<file path="src/verilog/adcsq_regs.vh">
// register map, field positions, reset values and state timing of the conversion sequencer
`ifndef ADCSQ_REGS_VH
`define ADCSQ_REGS_VH

// register indices on the plain register port
`define ADCSQ_ADDR_CSR        4'h0
`define ADCSQ_ADDR_TRG        4'h1
`define ADCSQ_ADDR_RES_BASE   4'h8

// converter control/status fields
`define ADCSQ_CSR_END         7
`define ADCSQ_CSR_IE          6
`define ADCSQ_CSR_START       5
`define ADCSQ_CSR_SCAN        4
`define ADCSQ_CSR_SPEED       3
`define ADCSQ_CSR_CHHI        2
`define ADCSQ_CSR_CHLO        0
`define ADCSQ_CSR_RESET       8'h00

// trigger control fields
`define ADCSQ_TRG_EN          7
`define ADCSQ_TRG_RSV0        0
`define ADCSQ_TRG_ONES        8'h7E
`define ADCSQ_TRG_RESET       8'h7E

// converter timing, all in states; one state is one clk_sys cycle
`define ADCSQ_DLY_MIN0        8'h06
`define ADCSQ_DLY_MIN1        8'h04
`define ADCSQ_SPL0            8'h1F
`define ADCSQ_SPL1            8'h0F
`define ADCSQ_CONV0           8'h5E
`define ADCSQ_CONV1           8'h32
`define ADCSQ_STEP0           4'h9
`define ADCSQ_STEP1           4'h5
`define ADCSQ_REARM0          8'h03
`define ADCSQ_REARM1          8'h01

// successive-approximation word
`define ADCSQ_RES_BITS        10
`define ADCSQ_SAR_MID         10'h200

`endif

</file>
<file path="src/verilog/adcsq_sequencer.v">
// conversion sequencer for a 10-bit successive-approximation converter
//
// Implementation choices: the register addresses and the plain strobed port.
`timescale 1ns/1ps
`include "adcsq_regs.vh"
// How it works
// - 10-bit successive approximation; modes are one-shot single and repeating group scan.
// - single mode: channel code 000..111 picks input 0..7, converted once.
// - scan mode: top select bit picks input 0 or 4, low bits pick the last input of the group.
// - a write setting start while changing mode/channel starts with new settings.
// - single conversion result goes to the converted channel's result register.
// - single completion sets end flag; interrupt raised when end interrupt enabled.
// - single mode: start reads 1 while converting, hardware clears it at end.
// - scan mode: each channel result stored in its own register, in order.
// - scan: after last channel set flag, interrupt if enabled, restart group.
// - scan mode: conversion end never clears start; repeats until software or standby clears it.
// - start delay 6..9 states at speed 0, 4..5 states at speed 1.
// - sampling lasts 31 states at speed 0, 15 states at speed 1.
// - first conversion totals 131..134 states at speed 0, 69..70 at speed 1.
// - later scan conversions take fixed 128 states or 66 states.
// - with trigger enable set, the selected trigger pin edge sets start.
// - trigger edge polarity comes from an edge-select bit outside this block.
// - triggered conversions behave exactly like software-started ones.
// - trigger control bits 6..1 are reserved and read as 1.
// - end flag clears only by writing 0 after reading it as 1.
// - reset or standby clears start and stops any scan.
// - speed select 0 gives at most 134 states, 1 at most 70.

module adcsq_sequencer (
  // clock and reset
  input  wire        clk_sys,
  input  wire        rst_b,
  // register port
  input  wire [3:0]  regAddr,
  input  wire [15:0] regWrData,
  input  wire        regWrStb,
  input  wire        regRdStb,
  output reg  [15:0] regRdData,
  // system and trigger
  input  wire        standbyReq,
  input  wire        trigEdgeRise,
  input  wire        extTrigPin,
  // analog front end
  input  wire        compHigh,
  output reg  [2:0]  analogSel,
  output reg         sampleEn,
  output reg  [9:0]  sarTrial,
  // interrupt request
  output reg         convEndIrq
);

  ////////////////////////////////////////////////////////////////////////////
  localparam [4:0] ST_IDLE   = 5'b00001;
  localparam [4:0] ST_DELAY  = 5'b00010;
  localparam [4:0] ST_SAMPLE = 5'b00100;
  localparam [4:0] ST_CONV   = 5'b01000;
  localparam [4:0] ST_REARM  = 5'b10000;

  localparam [7:0] SPL0_CYC  = `ADCSQ_SPL0;
  localparam [7:0] SPL1_CYC  = `ADCSQ_SPL1;
  localparam [7:0] CONV0_CYC = `ADCSQ_CONV0;
  localparam [7:0] CONV1_CYC = `ADCSQ_CONV1;
  localparam [3:0] STEP0_CYC = `ADCSQ_STEP0;
  localparam [3:0] STEP1_CYC = `ADCSQ_STEP1;
  localparam [7:0] RARM0_CYC = `ADCSQ_REARM0;
  localparam [7:0] RARM1_CYC = `ADCSQ_REARM1;
  localparam [7:0] DMIN0_CYC = `ADCSQ_DLY_MIN0;
  localparam [7:0] DMIN1_CYC = `ADCSQ_DLY_MIN1;

  ////////////////////////////////////////////////////////////////////////////
  // register state
  reg        endFlag;
  reg        endIe;
  reg        startBit;
  reg        scanMode;
  reg        speedSel;
  reg [2:0]  chanSel;
  reg        trigEn;
  reg        trigRsv0;
  reg        endReadArmed;
  reg [9:0]  resultMem [0:7];

  // sequencer state
  reg [4:0]  state;
  reg [7:0]  cnt;
  reg [3:0]  stepCnt;
  reg [3:0]  bitIdx;
  reg [2:0]  curChan;
  reg [1:0]  divPhase;

  // pin synchronisers
  wire       trigSync2;
  reg        trigPrev;
  wire       compSync2;

  ////////////////////////////////////////////////////////////////////////////
  // decode
  wire csrWr = regWrStb && (regAddr == `ADCSQ_ADDR_CSR);
  wire trgWr = regWrStb && (regAddr == `ADCSQ_ADDR_TRG);
  wire csrRd = regRdStb && (regAddr == `ADCSQ_ADDR_CSR);

  // edge polarity is owned by the external edge-select bit
  wire trigEdge = trigEdgeRise ? (trigSync2 & ~trigPrev)
                               : (~trigSync2 & trigPrev);
  wire trigFire = trigEn && trigEdge;

  wire [2:0] grpFirst = {chanSel[2], 2'b00};
  wire [2:0] grpLast  = chanSel;

  // conversion steps
  wire [7:0] splLoad  = speedSel ? (SPL1_CYC - 8'h01) : (SPL0_CYC - 8'h01);
  wire [7:0] convLoad = speedSel ? (CONV1_CYC - 8'h01) : (CONV0_CYC - 8'h01);
  wire [3:0] stepLoad = speedSel ? (STEP1_CYC - 4'h1) : (STEP0_CYC - 4'h1);
  wire [7:0] rarmLoad = speedSel ? (RARM1_CYC - 8'h01) : (RARM0_CYC - 8'h01);
  // idle cycle of the start counts as one delay state; divider phase adds the rest
  wire [7:0] dlyLoad  = speedSel
                        ? (DMIN1_CYC - 8'h02 + {7'h00, ~divPhase[0]})
                        : (DMIN0_CYC - 8'h02 + {6'h00, ~divPhase});

  ////////////////////////////////////////////////////////////////////////////
  // successive approximation next word
  reg [9:0] next_sar;
  reg       stepDone;
  always @* begin
    next_sar = sarTrial;
    stepDone = 1'b0;
    if (state == ST_CONV && stepCnt == 4'h0 && bitIdx != 4'hF) begin
      stepDone = 1'b1;
      if (!compSync2) begin
        next_sar[bitIdx] = 1'b0;
      end
      if (bitIdx != 4'h0) begin
        next_sar[bitIdx - 4'h1] = 1'b1;
      end
    end
  end

  wire convLast   = (state == ST_CONV) && (cnt == 8'h00);
  wire scanWrap   = scanMode && (curChan == grpLast);
  wire hwSetEnd   = convLast && (!scanMode || scanWrap);
  wire swClearEnd = csrWr && endReadArmed && !regWrData[`ADCSQ_CSR_END];

  // set wins over a clear that arrives in the same cycle
  wire next_endFlag = hwSetEnd | (endFlag & ~swClearEnd);

  // an enable written beside the flag counts at once, so the request never lags it
  wire next_irqEn   = csrWr ? regWrData[`ADCSQ_CSR_IE] : endIe;

  // start bit: software write, trigger, hardware clear, standby
  reg next_startBit;
  always @* begin
    next_startBit = startBit;
    if (csrWr) begin
      next_startBit = regWrData[`ADCSQ_CSR_START];
    end
    if (convLast && !scanMode) begin
      next_startBit = 1'b0;
    end
    if (trigFire) begin
      next_startBit = 1'b1;
    end
    if (standbyReq) begin
      next_startBit = 1'b0;
    end
  end

  ////////////////////////////////////////////////////////////////////////////
  // synchronisers and divider phase
  // trigger chain resets high so an idle-high pin gives no edge out of reset
  adcsq_sync2 #(
    .RESET_VAL (1'b1)
  ) u_trig_sync (
    .clk_sys (clk_sys),
    .rst_b   (rst_b),
    .pinIn   (extTrigPin),
    .pinSync (trigSync2)
  );

  adcsq_sync2 #(
    .RESET_VAL (1'b0)
  ) u_comp_sync (
    .clk_sys (clk_sys),
    .rst_b   (rst_b),
    .pinIn   (compHigh),
    .pinSync (compSync2)
  );

  always @(posedge clk_sys) begin
    if (!rst_b) begin
      trigPrev <= 1'b1;
      divPhase <= 2'h0;
    end else begin
      trigPrev <= trigSync2;
      divPhase <= divPhase + 2'h1;
    end
  end

  ////////////////////////////////////////////////////////////////////////////
  // registers
  always @(posedge clk_sys) begin
    if (!rst_b) begin
      endFlag      <= 1'b0;
      endIe        <= 1'b0;
      startBit     <= 1'b0;
      scanMode     <= 1'b0;
      speedSel     <= 1'b0;
      chanSel      <= 3'h0;
      trigEn       <= 1'b0;
      trigRsv0     <= 1'b0;
      endReadArmed <= 1'b0;
      convEndIrq   <= 1'b0;
    end else begin
      endFlag  <= next_endFlag;
      startBit <= next_startBit;
      if (csrWr) begin
        // mode and channel take effect together with the start bit
        endIe    <= regWrData[`ADCSQ_CSR_IE];
        scanMode <= regWrData[`ADCSQ_CSR_SCAN];
        speedSel <= regWrData[`ADCSQ_CSR_SPEED];
        chanSel  <= regWrData[`ADCSQ_CSR_CHHI:`ADCSQ_CSR_CHLO];
      end
      if (trgWr) begin
        trigEn   <= regWrData[`ADCSQ_TRG_EN];
        trigRsv0 <= regWrData[`ADCSQ_TRG_RSV0];
      end
      if (csrRd && endFlag) begin
        endReadArmed <= 1'b1;
      end else if (csrWr) begin
        // a control write drops the arming unless a read of the set flag comes in the same cycle; the flag must be read as set again
        endReadArmed <= 1'b0;
      end
      convEndIrq <= next_endFlag & next_irqEn;
    end
  end

  // read data, one cycle after the strobe, zero elsewhere
  always @(posedge clk_sys) begin
    if (!rst_b) begin
      regRdData <= 16'h0000;
    end else if (regRdStb) begin
      if (regAddr == `ADCSQ_ADDR_CSR) begin
        regRdData <= {8'h00, endFlag, endIe, startBit, scanMode, speedSel, chanSel};
      end else if (regAddr == `ADCSQ_ADDR_TRG) begin
        regRdData <= {8'h00, trigEn, 6'h3F, trigRsv0};
      end else if (regAddr[3]) begin
        // a channel never converted since power-up reads unknown
        regRdData <= {6'h00, resultMem[regAddr[2:0]]};
      end else begin
        regRdData <= 16'h0000;
      end
    end else begin
      regRdData <= 16'h0000;
    end
  end

  // result registers; no reset so they can map onto a small array
  always @(posedge clk_sys) begin
    if (convLast) begin
      resultMem[curChan] <= next_sar;
    end
  end

  ////////////////////////////////////////////////////////////////////////////
  // sequencer
  always @(posedge clk_sys) begin
    if (!rst_b) begin
      state     <= ST_IDLE;
      cnt       <= 8'h00;
      stepCnt   <= 4'h0;
      bitIdx    <= 4'hF;
      curChan   <= 3'h0;
      analogSel <= 3'h0;
      sampleEn  <= 1'b0;
      sarTrial  <= 10'h000;
    end else if (!startBit) begin
      // clearing start stops whatever is running
      state    <= ST_IDLE;
      sampleEn <= 1'b0;
      bitIdx   <= 4'hF;
    end else begin
      sarTrial <= next_sar;
      case (state)
        ST_IDLE: begin
          state   <= ST_DELAY;
          cnt     <= dlyLoad;
          curChan <= scanMode ? grpFirst : chanSel;
        end
        ST_DELAY: begin
          analogSel <= curChan;
          if (cnt == 8'h00) begin
            state    <= ST_SAMPLE;
            cnt      <= splLoad;
            sampleEn <= 1'b1;
          end else begin
            cnt <= cnt - 8'h01;
          end
        end
        ST_SAMPLE: begin
          if (cnt == 8'h00) begin
            state    <= ST_CONV;
            cnt      <= convLoad;
            stepCnt  <= stepLoad;
            bitIdx   <= 4'h9;
            sampleEn <= 1'b0;
            sarTrial <= `ADCSQ_SAR_MID;
          end else begin
            cnt <= cnt - 8'h01;
          end
        end
        ST_CONV: begin
          // decision comes from the synchronised comparator, settled well before step end
          if (stepDone) begin
            stepCnt <= stepLoad;
            bitIdx  <= bitIdx - 4'h1;
          end else if (stepCnt != 4'h0) begin
            stepCnt <= stepCnt - 4'h1;
          end
          if (cnt == 8'h00) begin
            bitIdx <= 4'hF;
            if (scanMode) begin
              state   <= ST_REARM;
              cnt     <= rarmLoad;
              curChan <= scanWrap ? grpFirst : (curChan + 3'h1);
            end else begin
              state <= ST_IDLE;
            end
          end else begin
            cnt <= cnt - 8'h01;
          end
        end
        ST_REARM: begin
          // no start delay between scan channels, only a short settle gap
          analogSel <= curChan;
          if (cnt == 8'h00) begin
            state    <= ST_SAMPLE;
            cnt      <= splLoad;
            sampleEn <= 1'b1;
          end else begin
            cnt <= cnt - 8'h01;
          end
        end
        default: begin
          state <= ST_IDLE;
        end
      endcase
    end
  end

endmodule // adcsq_sequencer

////////////////////////////////////////////////////////////////////////////
// two-flop synchroniser; only the second flop may be read by other logic
module adcsq_sync2 #(
  parameter [0:0] RESET_VAL = 1'b0
) (
  // clock and reset
  input  wire clk_sys,
  input  wire rst_b,
  // pin and its synchronised copy
  input  wire pinIn,
  output reg  pinSync
);

  reg pinMeta;

  always @(posedge clk_sys) begin
    if (!rst_b) begin
      pinMeta <= RESET_VAL;
      pinSync <= RESET_VAL;
    end else begin
      pinMeta <= pinIn;
      pinSync <= pinMeta;
    end
  end

endmodule // adcsq_sync2

</file>
<file path="config.mk">
export PLATFORM = sky130hd
export DESIGN_NAME = adcsq_sequencer
export DESIGN_NICKNAME = d
export VERILOG_FILES = /design/src/verilog/adcsq_sequencer.v
export VERILOG_INCLUDE_DIRS = /design/src /design/src/verilog
export SDC_FILE = /design/constraint.sdc
export NUM_CORES = 1
export LEC_CHECK = 0
export BUFFER_PORTS_ARGS = -buffer_cell sky130_fd_sc_hd__buf_4
export CORE_UTILIZATION = 50
export DETAILED_ROUTE_END_ITERATION = 6
export GPL_ROUTABILITY_DRIVEN = 0
export PLACE_DENSITY_LB_ADDON = 0.12
export SLEW_MARGIN = 20
export SYNTH_ARGS = -nofsm -noshare
export SYNTH_HDL_FRONTEND = slang
export SYNTH_SLANG_ARGS = --single-unit
</file>
<file path="constraint.sdc">
create_clock -name clk_sys -period 3.7 [get_ports clk_sys]
set_input_delay 0.74 -clock clk_sys [delete_from_list [all_inputs] [get_ports clk_sys]]
set_output_delay 0.74 -clock clk_sys [all_outputs]
set_load 0.03 [all_outputs]
</file>
==> flow_summary.json, run 1 <==
{
  "status": "complete, no violations",
  "synthCells": 595,
  "cts_resized": 0,
  "drc": 0,
  "start_util_pct": 51.2,
  "layout_commonest_cell": "edfxtp_1",
  "setup.worst_path.start_class": "flop",
  "initialDrtViolationCount": 380,
  "fin_setup_tns_ns": 0,
  "antennaDiodeCount": 0,
  "synth-seq-area-share_pct": 55.3,
  "globalRouteOverflowTotal": 0,
  "dp_hpwl_um": 10100,
  "antenna_left": 0,
  "num_vias": 4854,
  "fin_nets": 672,
  "r2r-start": "cnt[2]$_SDFFE_PN0P_",
  "globalRouteTotalUtil_pct": 22.4,
  "clk_latency_ns": 0.42,
  "viasPerCell": 5.91,
  "root_buffer": "clkbuf_16",
  "yosys.cell_types.count": 63,
  "fillerInstances": 1141,
  "rows": 42,
  "synth_xor_area_share_pct": 1.03,
  "post-cts-setup-buffers": 0,
  "io_buffers": 44,
  "syn_avg_cell_area_um2": 11.4,
  "synth-seq-cells": 147,
  "mostFrequentLayoutCells": "80 x edfxtp_1, 67 x dfxtp_1, 59 x buf_4",
  "r2r_slack_ns": 0.95,
  "multi_input_area_um2": 2800,
  "startpoint": "cnt[2]$_SDFFE_PN0P_",
  "syn_to_final_growth_pct": 14.4,
  "ir_worst_vdd_mv": 0.290,
  "synth_warnings": 0,
  "core_area_um2": 13200,
  "max_freq_mhz": 364,
  "worst_slew_pin_slew_ns": 0.830,
  "worstPathArrival_ns": 2.87,
  "path_buf_inv": 1,
  "setup_viol": 0,
  "antenna_found_initial": 0,
  "wire_per_inst_um": 18.2,
  "cts_tree": "built",
  "crit_slowest_cell": "or4_1",
  "chipWidth_um": 118,
  "criticalPathCategory": "reg -> reg",
  "grt_pass1_wl_um": 24000,
  "cts.sinks": 147,
  "synth_compound_area_share_pct": 13.3,
  "hp-class": "reg -> reg",
  "num_io_pins": 59,
  "synth_top_family_by_area": "simple AND/OR/NAND/NOR gates",
  "first_global_vias": 4667,
  "synth_fa_ha_area_share_pct": 1.85,
  "die-height_um": 118,
  "numCtsBuffers": 17,
  "cp_top_family": "simple AND/OR/NAND/NOR gates",
  "maxCapViolCount": 0,
  "crit_required_ns": 3.82,
  "dr.pass1.iters": 5,
  "wl_um": 15000,
  "hold_start": "u_trig_sync.pinMeta$_SDFF_PN1_",
  "maxSlewHeadroom_pct": 44.1,
  "cts.reportedPaths.clkPinSlew_ns": 0.06,
  "synth_flop_cell": "edfxtp_1",
  "synth_mux_area_share_pct": 9.22,
  "synth-edff-count": 80,
  "final_hold_viol_count": 0,
  "p_per_area_nw_per_um2": 428,
  "rsz0062_at_grt": "no",
  "critPathMaxStageDelay_ns": 0.74,
  "seq_area_um2": 3740,
  "cp_max_fo": 7,
  "ctsHtreeMaxLevel": 4,
  "skew_ns": 0.00721,
  "min_period_over_period_pct": 74.2,
  "clockBufferDepth": 2,
  "cts_hold_buf": 0,
  "die_area_um2": 14000,
  "utilization_pct": 58.5,
  "synth-simple-area-share_pct": 15.7,
  "grt_max_degree": 47,
  "async_flop_share_pct": 0,
  "p_leak_nw": 2.59,
  "synth_area_um2": 6780,
  "drive_gt1_share_pct": 18.7,
  "cp-end-kind": "flop",
  "final-max-slew-violation-count": 0,
  "fin_crit_ns": 2.75,
  "path_cells": "or4_1 -> nor4_4 -> nand2_1 -> nor2_1 -> buf_4"
}
## synthesized netlist by cell type, types with 13 or more instances
| library cell | n | area, um^2 |
|---|---|---|
| nor2b_1 | 19 | 119 |
| nand2_1 | 54 | 203 |
| a21oi_1 | 25 | 125 |
| mux2i_1 | 14 | 140 |
| mux4_2 | 20 | 450 |
| dfxtp_1 | 67 | 1340 |
| o21ai_0 | 33 | 165 |
| nand3_1 | 25 | 125 |
| edfxtp_1 | 80 | 2400 |
| nor2_1 | 41 | 154 |
| clkbuf_1 | 25 | 93.8 |
| a31oi_1 | 13 | 81.3 |
## layout make-up
class	instances	area share, %
Inverter	11	0.533
Clock inverter	12	0.856
Tap cell	176	2.84
Clock buffer	19	5.59
Multi-Input combinational cell	398	36.2
Timing Repair Buffer	59	5.72
Sequential cell	147	48.3
## kinds of logic after synthesis
logic type      count (synthesis)
mux                            37
simple gates                  204
fa+ha+maj                      10
compound gates                133
flops                         147
xor+xnor                        8
other cells                     1
buf+inv                        55
## sequential cells by signal, summed over array words and instances (netlist names), 2 cells and up
| name | flops |
|---|---|
| analogSel | 3 |
| bitIdx | 4 |
| chanSel | 3 |
| cnt | 8 |
| curChan | 3 |
| divPhase | 2 |
| regRdData | 10 |
| resultMem | 80 |
| sarTrial | 10 |
| state | 5 |
| stepCnt | 4 |
## where the power goes
group	leakage [nW]	total (W)	switching, W	internal, W
Combinational	1.21	0.000122	0.0000748	0.0000477
Sequential	1.13	0.00172	0.00000739	0.00171
Clock	0.251	0.00147	0.000633	0.000840
Total	2.59	0.00332	0.000716	0.00260
## final timing paths
check	to	depth (start not counted)
setup / recovery	resultMem[7][8]$_DFFE_PP_	5
hold / removal	u_trig_sync.pinSync$_SDFF_PN1_	1
setup reg to reg	resultMem[7][8]$_DFFE_PP_	5
hold reg to reg	u_trig_sync.pinSync$_SDFF_PN1_	1
## worst register-to-register path: cells and delay by family (launching register included)
family                 cells  cell delay [ns]
and+or+nand+nor            4             1.81
buffers and inverters      1             0.27
DFF                        1             0.37
## metal layers
metal	vias to the layer above	wire length, um	GRT usage, %	share of wire [%]
met1	2386	6640	28.9	44
met2	162	7300	37.3	49
met4	0	215	7.67	1.4
met5	-	0	0	0
met3	16	824	5.02	5.5
li1	2290	-	-	-
## stage by stage
stage          total power, W  instance area, um^2  std cells  hold WS (ns)  setup slack, ns
4_1_cts               0.00335                 7750        822         0.416            0.990
2_1_floorplan         0.00184                 6790        600         0.386             1.05
6_report              0.00332                 7750        822         0.410            0.953
3_3_place_gp          0.00188                 7250        791         0.390             1.05
3_5_place_dp          0.00188                 7250        791         0.402             1.02
5_1_grt               0.00342                 7750        822         0.427            0.767
No activity file was read; power rests on OpenSTA's default activity.
==> run 2, diff against run 1 <==
Clock period 3.7 ns to 2.7 ns, I/O delays scaled along.
==> flow_summary.json, run 2 (synthesis gave the netlist of run 1 again) <==
{
  "status": "complete, no violations",
  "drive_gt1_share_pct": 20.5,
  "wl_um": 15200,
  "setup_slack_ns": 0.163,
  "num_io_pins": 59,
  "min_period_over_period_pct": 94.0,
  "largest_register_ffs": 80,
  "globalRouteOverflowTotal": 0,
  "r2r-end": "resultMem[0][3]$_DFFE_PP_",
  "core_area_um2": 13200,
  "fin_crit_ns": 2.54,
  "path_cells": "inv_1 -> ha_1 -> or3b_1 -> nor4_4 -> buf_4 -> nand3_1 -> a2bb2oi_1 -> inv_1",
  "path_buf_inv": 3,
  "hp-class": "in -> reg",
  "rows": 42,
  "numCtsBuffers": 17,
  "syn_to_final_growth_pct": 16.9,
  "final-max-slew-violation-count": 0,
  "dpl_worst_slack_ns": 0.108,
  "io_buffers": 44,
  "die_area_um2": 14000,
  "antennaDiodeCount": 0,
  "ir_worst_vdd_mv": 0.377,
  "antenna_found_initial": 0,
  "top_usage_layer": "met2",
  "cts.sinks": 147,
  "start_util_pct": 51.2,
  "largest_register": "resultMem",
  "critPathMaxStageDelay_ns": 0.40,
  "clockBufferDepth": 2,
  "r2r_slack_ns": 0.16,
  "layout_commonest_cell": "edfxtp_1",
  "criticalPathCategory": "reg -> reg",
  "cp_max_fo": 17,
  "grt_max_degree": 27,
  "viasPerCell": 5.85,
  "worstPathArrival_ns": 2.65,
  "antenna_left": 0,
  "crit_required_ns": 2.82,
  "fillerInstances": 1101,
  "initialDrtViolationCount": 510,
  "final_hold_viol_count": 0,
  "mostFrequentLayoutCells": "80 x edfxtp_1, 70 x buf_4, 67 x dfxtp_1",
  "hold_start": "standbyReq",
  "timing.hold.ws_ns": 0.287,
  "p_per_area_nw_per_um2": 615,
  "fin_setup_tns_ns": 0,
  "drc": 0,
  "hold_path_end": "startBit$_SDFFE_PP0P_",
  "max_freq_mhz": 394,
  "gr-usage-met2_pct": 38.3,
  "setup.worst_path.start_class": "flop",
  "grt_util_met3_pct": 3.52,
  "maxCapViolCount": 0,
  "maxSlewHeadroom_pct": 56.3,
  "dp_cells": 802,
  "die-height_um": 118,
  "grtUsageMet1_pct": 31.1,
  "fin_cells": 834,
  "top_regs": "resultMem x80, regRdData x10, sarTrial x10",
  "fin_nets": 683,
  "p_leak_nw": 2.67,
  "grt_pass1_wl_um": 24900,
  "dp_hpwl_um": 10400,
  "dr.pass1.iters": 5,
  "worst_slew_pin_slew_ns": 0.651,
  "hold_depth": 2,
  "chipWidth_um": 118,
  "ctsHtreeMaxLevel": 4,
  "r2r-start": "stepCnt[0]$_SDFFE_PN0P_",
  "rr_worst_depth": 8,
  "cts.reportedPaths.clkPinSlew_ns": 0.06,
  "globalRouteTotalUtil_pct": 23.1,
  "first_global_vias": 4845,
  "post-cts-setup-buffers": 0,
  "crit_top_cell": "inv_1",
  "num_vias": 4878,
  "setup_viol": 0,
  "wire_per_inst_um": 18.2,
  "skew_ns": 0.00661,
  "crit_slowest_cell": "or3b_1",
  "rsz0062_at_grt": "no",
  "root_buffer": "clkbuf_16",
  "cp-end-kind": "flop",
  "clk_latency_ns": 0.41,
  "cts_tree": "built",
  "cp_top_family": "simple AND/OR/NAND/NOR gates"
}
==> run 2: routing by layer <==
| layer | vias up | routed length, um | part of all wire, % |
|---|---|---|---|
| met3 | 15 | 661 | 4.4 |
| met1 | 2404 | 6910 | 46 |
| li1 | 2315 | - | - |
| met5 | - | 0 | 0 |
| met4 | 0 | 167 | 1.1 |
| met2 | 144 | 7430 | 49 |
==> run 2: worst max-delay path by stage <==
stage	startpoint	end	slack, ns	cells after the start
global placement	stepCnt[0]$_SDFFE_PN0P_	resultMem[4][2]$_DFFE_PP_	0.19	8
CTS	stepCnt[0]$_SDFFE_PN0P_	resultMem[6][6]$_DFFE_PP_	0.09	8
detailed placement	stepCnt[0]$_SDFFE_PN0P_	resultMem[0][6]$_DFFE_PP_	0.11	8
finish	stepCnt[0]$_SDFFE_PN0P_	resultMem[0][3]$_DFFE_PP_	0.16	8
global route	stepCnt[0]$_SDFFE_PN0P_	resultMem[1][3]$_DFFE_PP_	0.0002	8
floorplan	cnt[0]$_SDFFE_PN0P_	resultMem[0][0]$_DFFE_PP_	0.05	7
==> run 2: what timing repair did <==
action	in CTS	in global routing
endpoints found under the setup margin	0	16
gates resized for setup	0	2
hold buffers	0	0
==> run 2: worst reg2reg max path: cells and delay by family, from the launching register on <==
family,cells,cell delay (ns)
simple gates,3,0.84
flops,1,0.33
compound gates,1,0.35
fa+ha+maj,1,0.13
buf+inv,3,0.58
==> run 2: cell type report <==
cell class | instances | area, um^2 | area share, %
clock inverters | 13 | 158 | 1.99
repair buffers | 70 | 526 | 6.63
flip-flops and latches | 147 | 3740 | 47.3
inverters | 11 | 41.3 | 0.521
well taps | 176 | 220 | 2.78
multi-input cells | 398 | 2800 | 35.4
clock buffers | 19 | 433 | 5.46
==> run 2: power breakdown <==
group / leakage, nW / switching [W] / internal [W]
sequential: 1.13 / 0.00000982 / 0.00235
combinational: 1.26 / 0.000102 / 0.0000665
clock: 0.279 / 0.000897 / 0.00145
total: 2.67 / 0.00101 / 0.00387
==> run 2: through the flow <==
step | total power [W] | cell area (um^2) | utilization (%)
final | 0.00488 | 7920 | 59.8
after CTS | 0.00491 | 7920 | 59.8
after global placement | 0.00257 | 7330 | 55.4
after detailed placement | 0.00258 | 7330 | 55.4
after floorplan | 0.00252 | 6790 | -
after global routing | 0.00501 | 7920 | 59.8
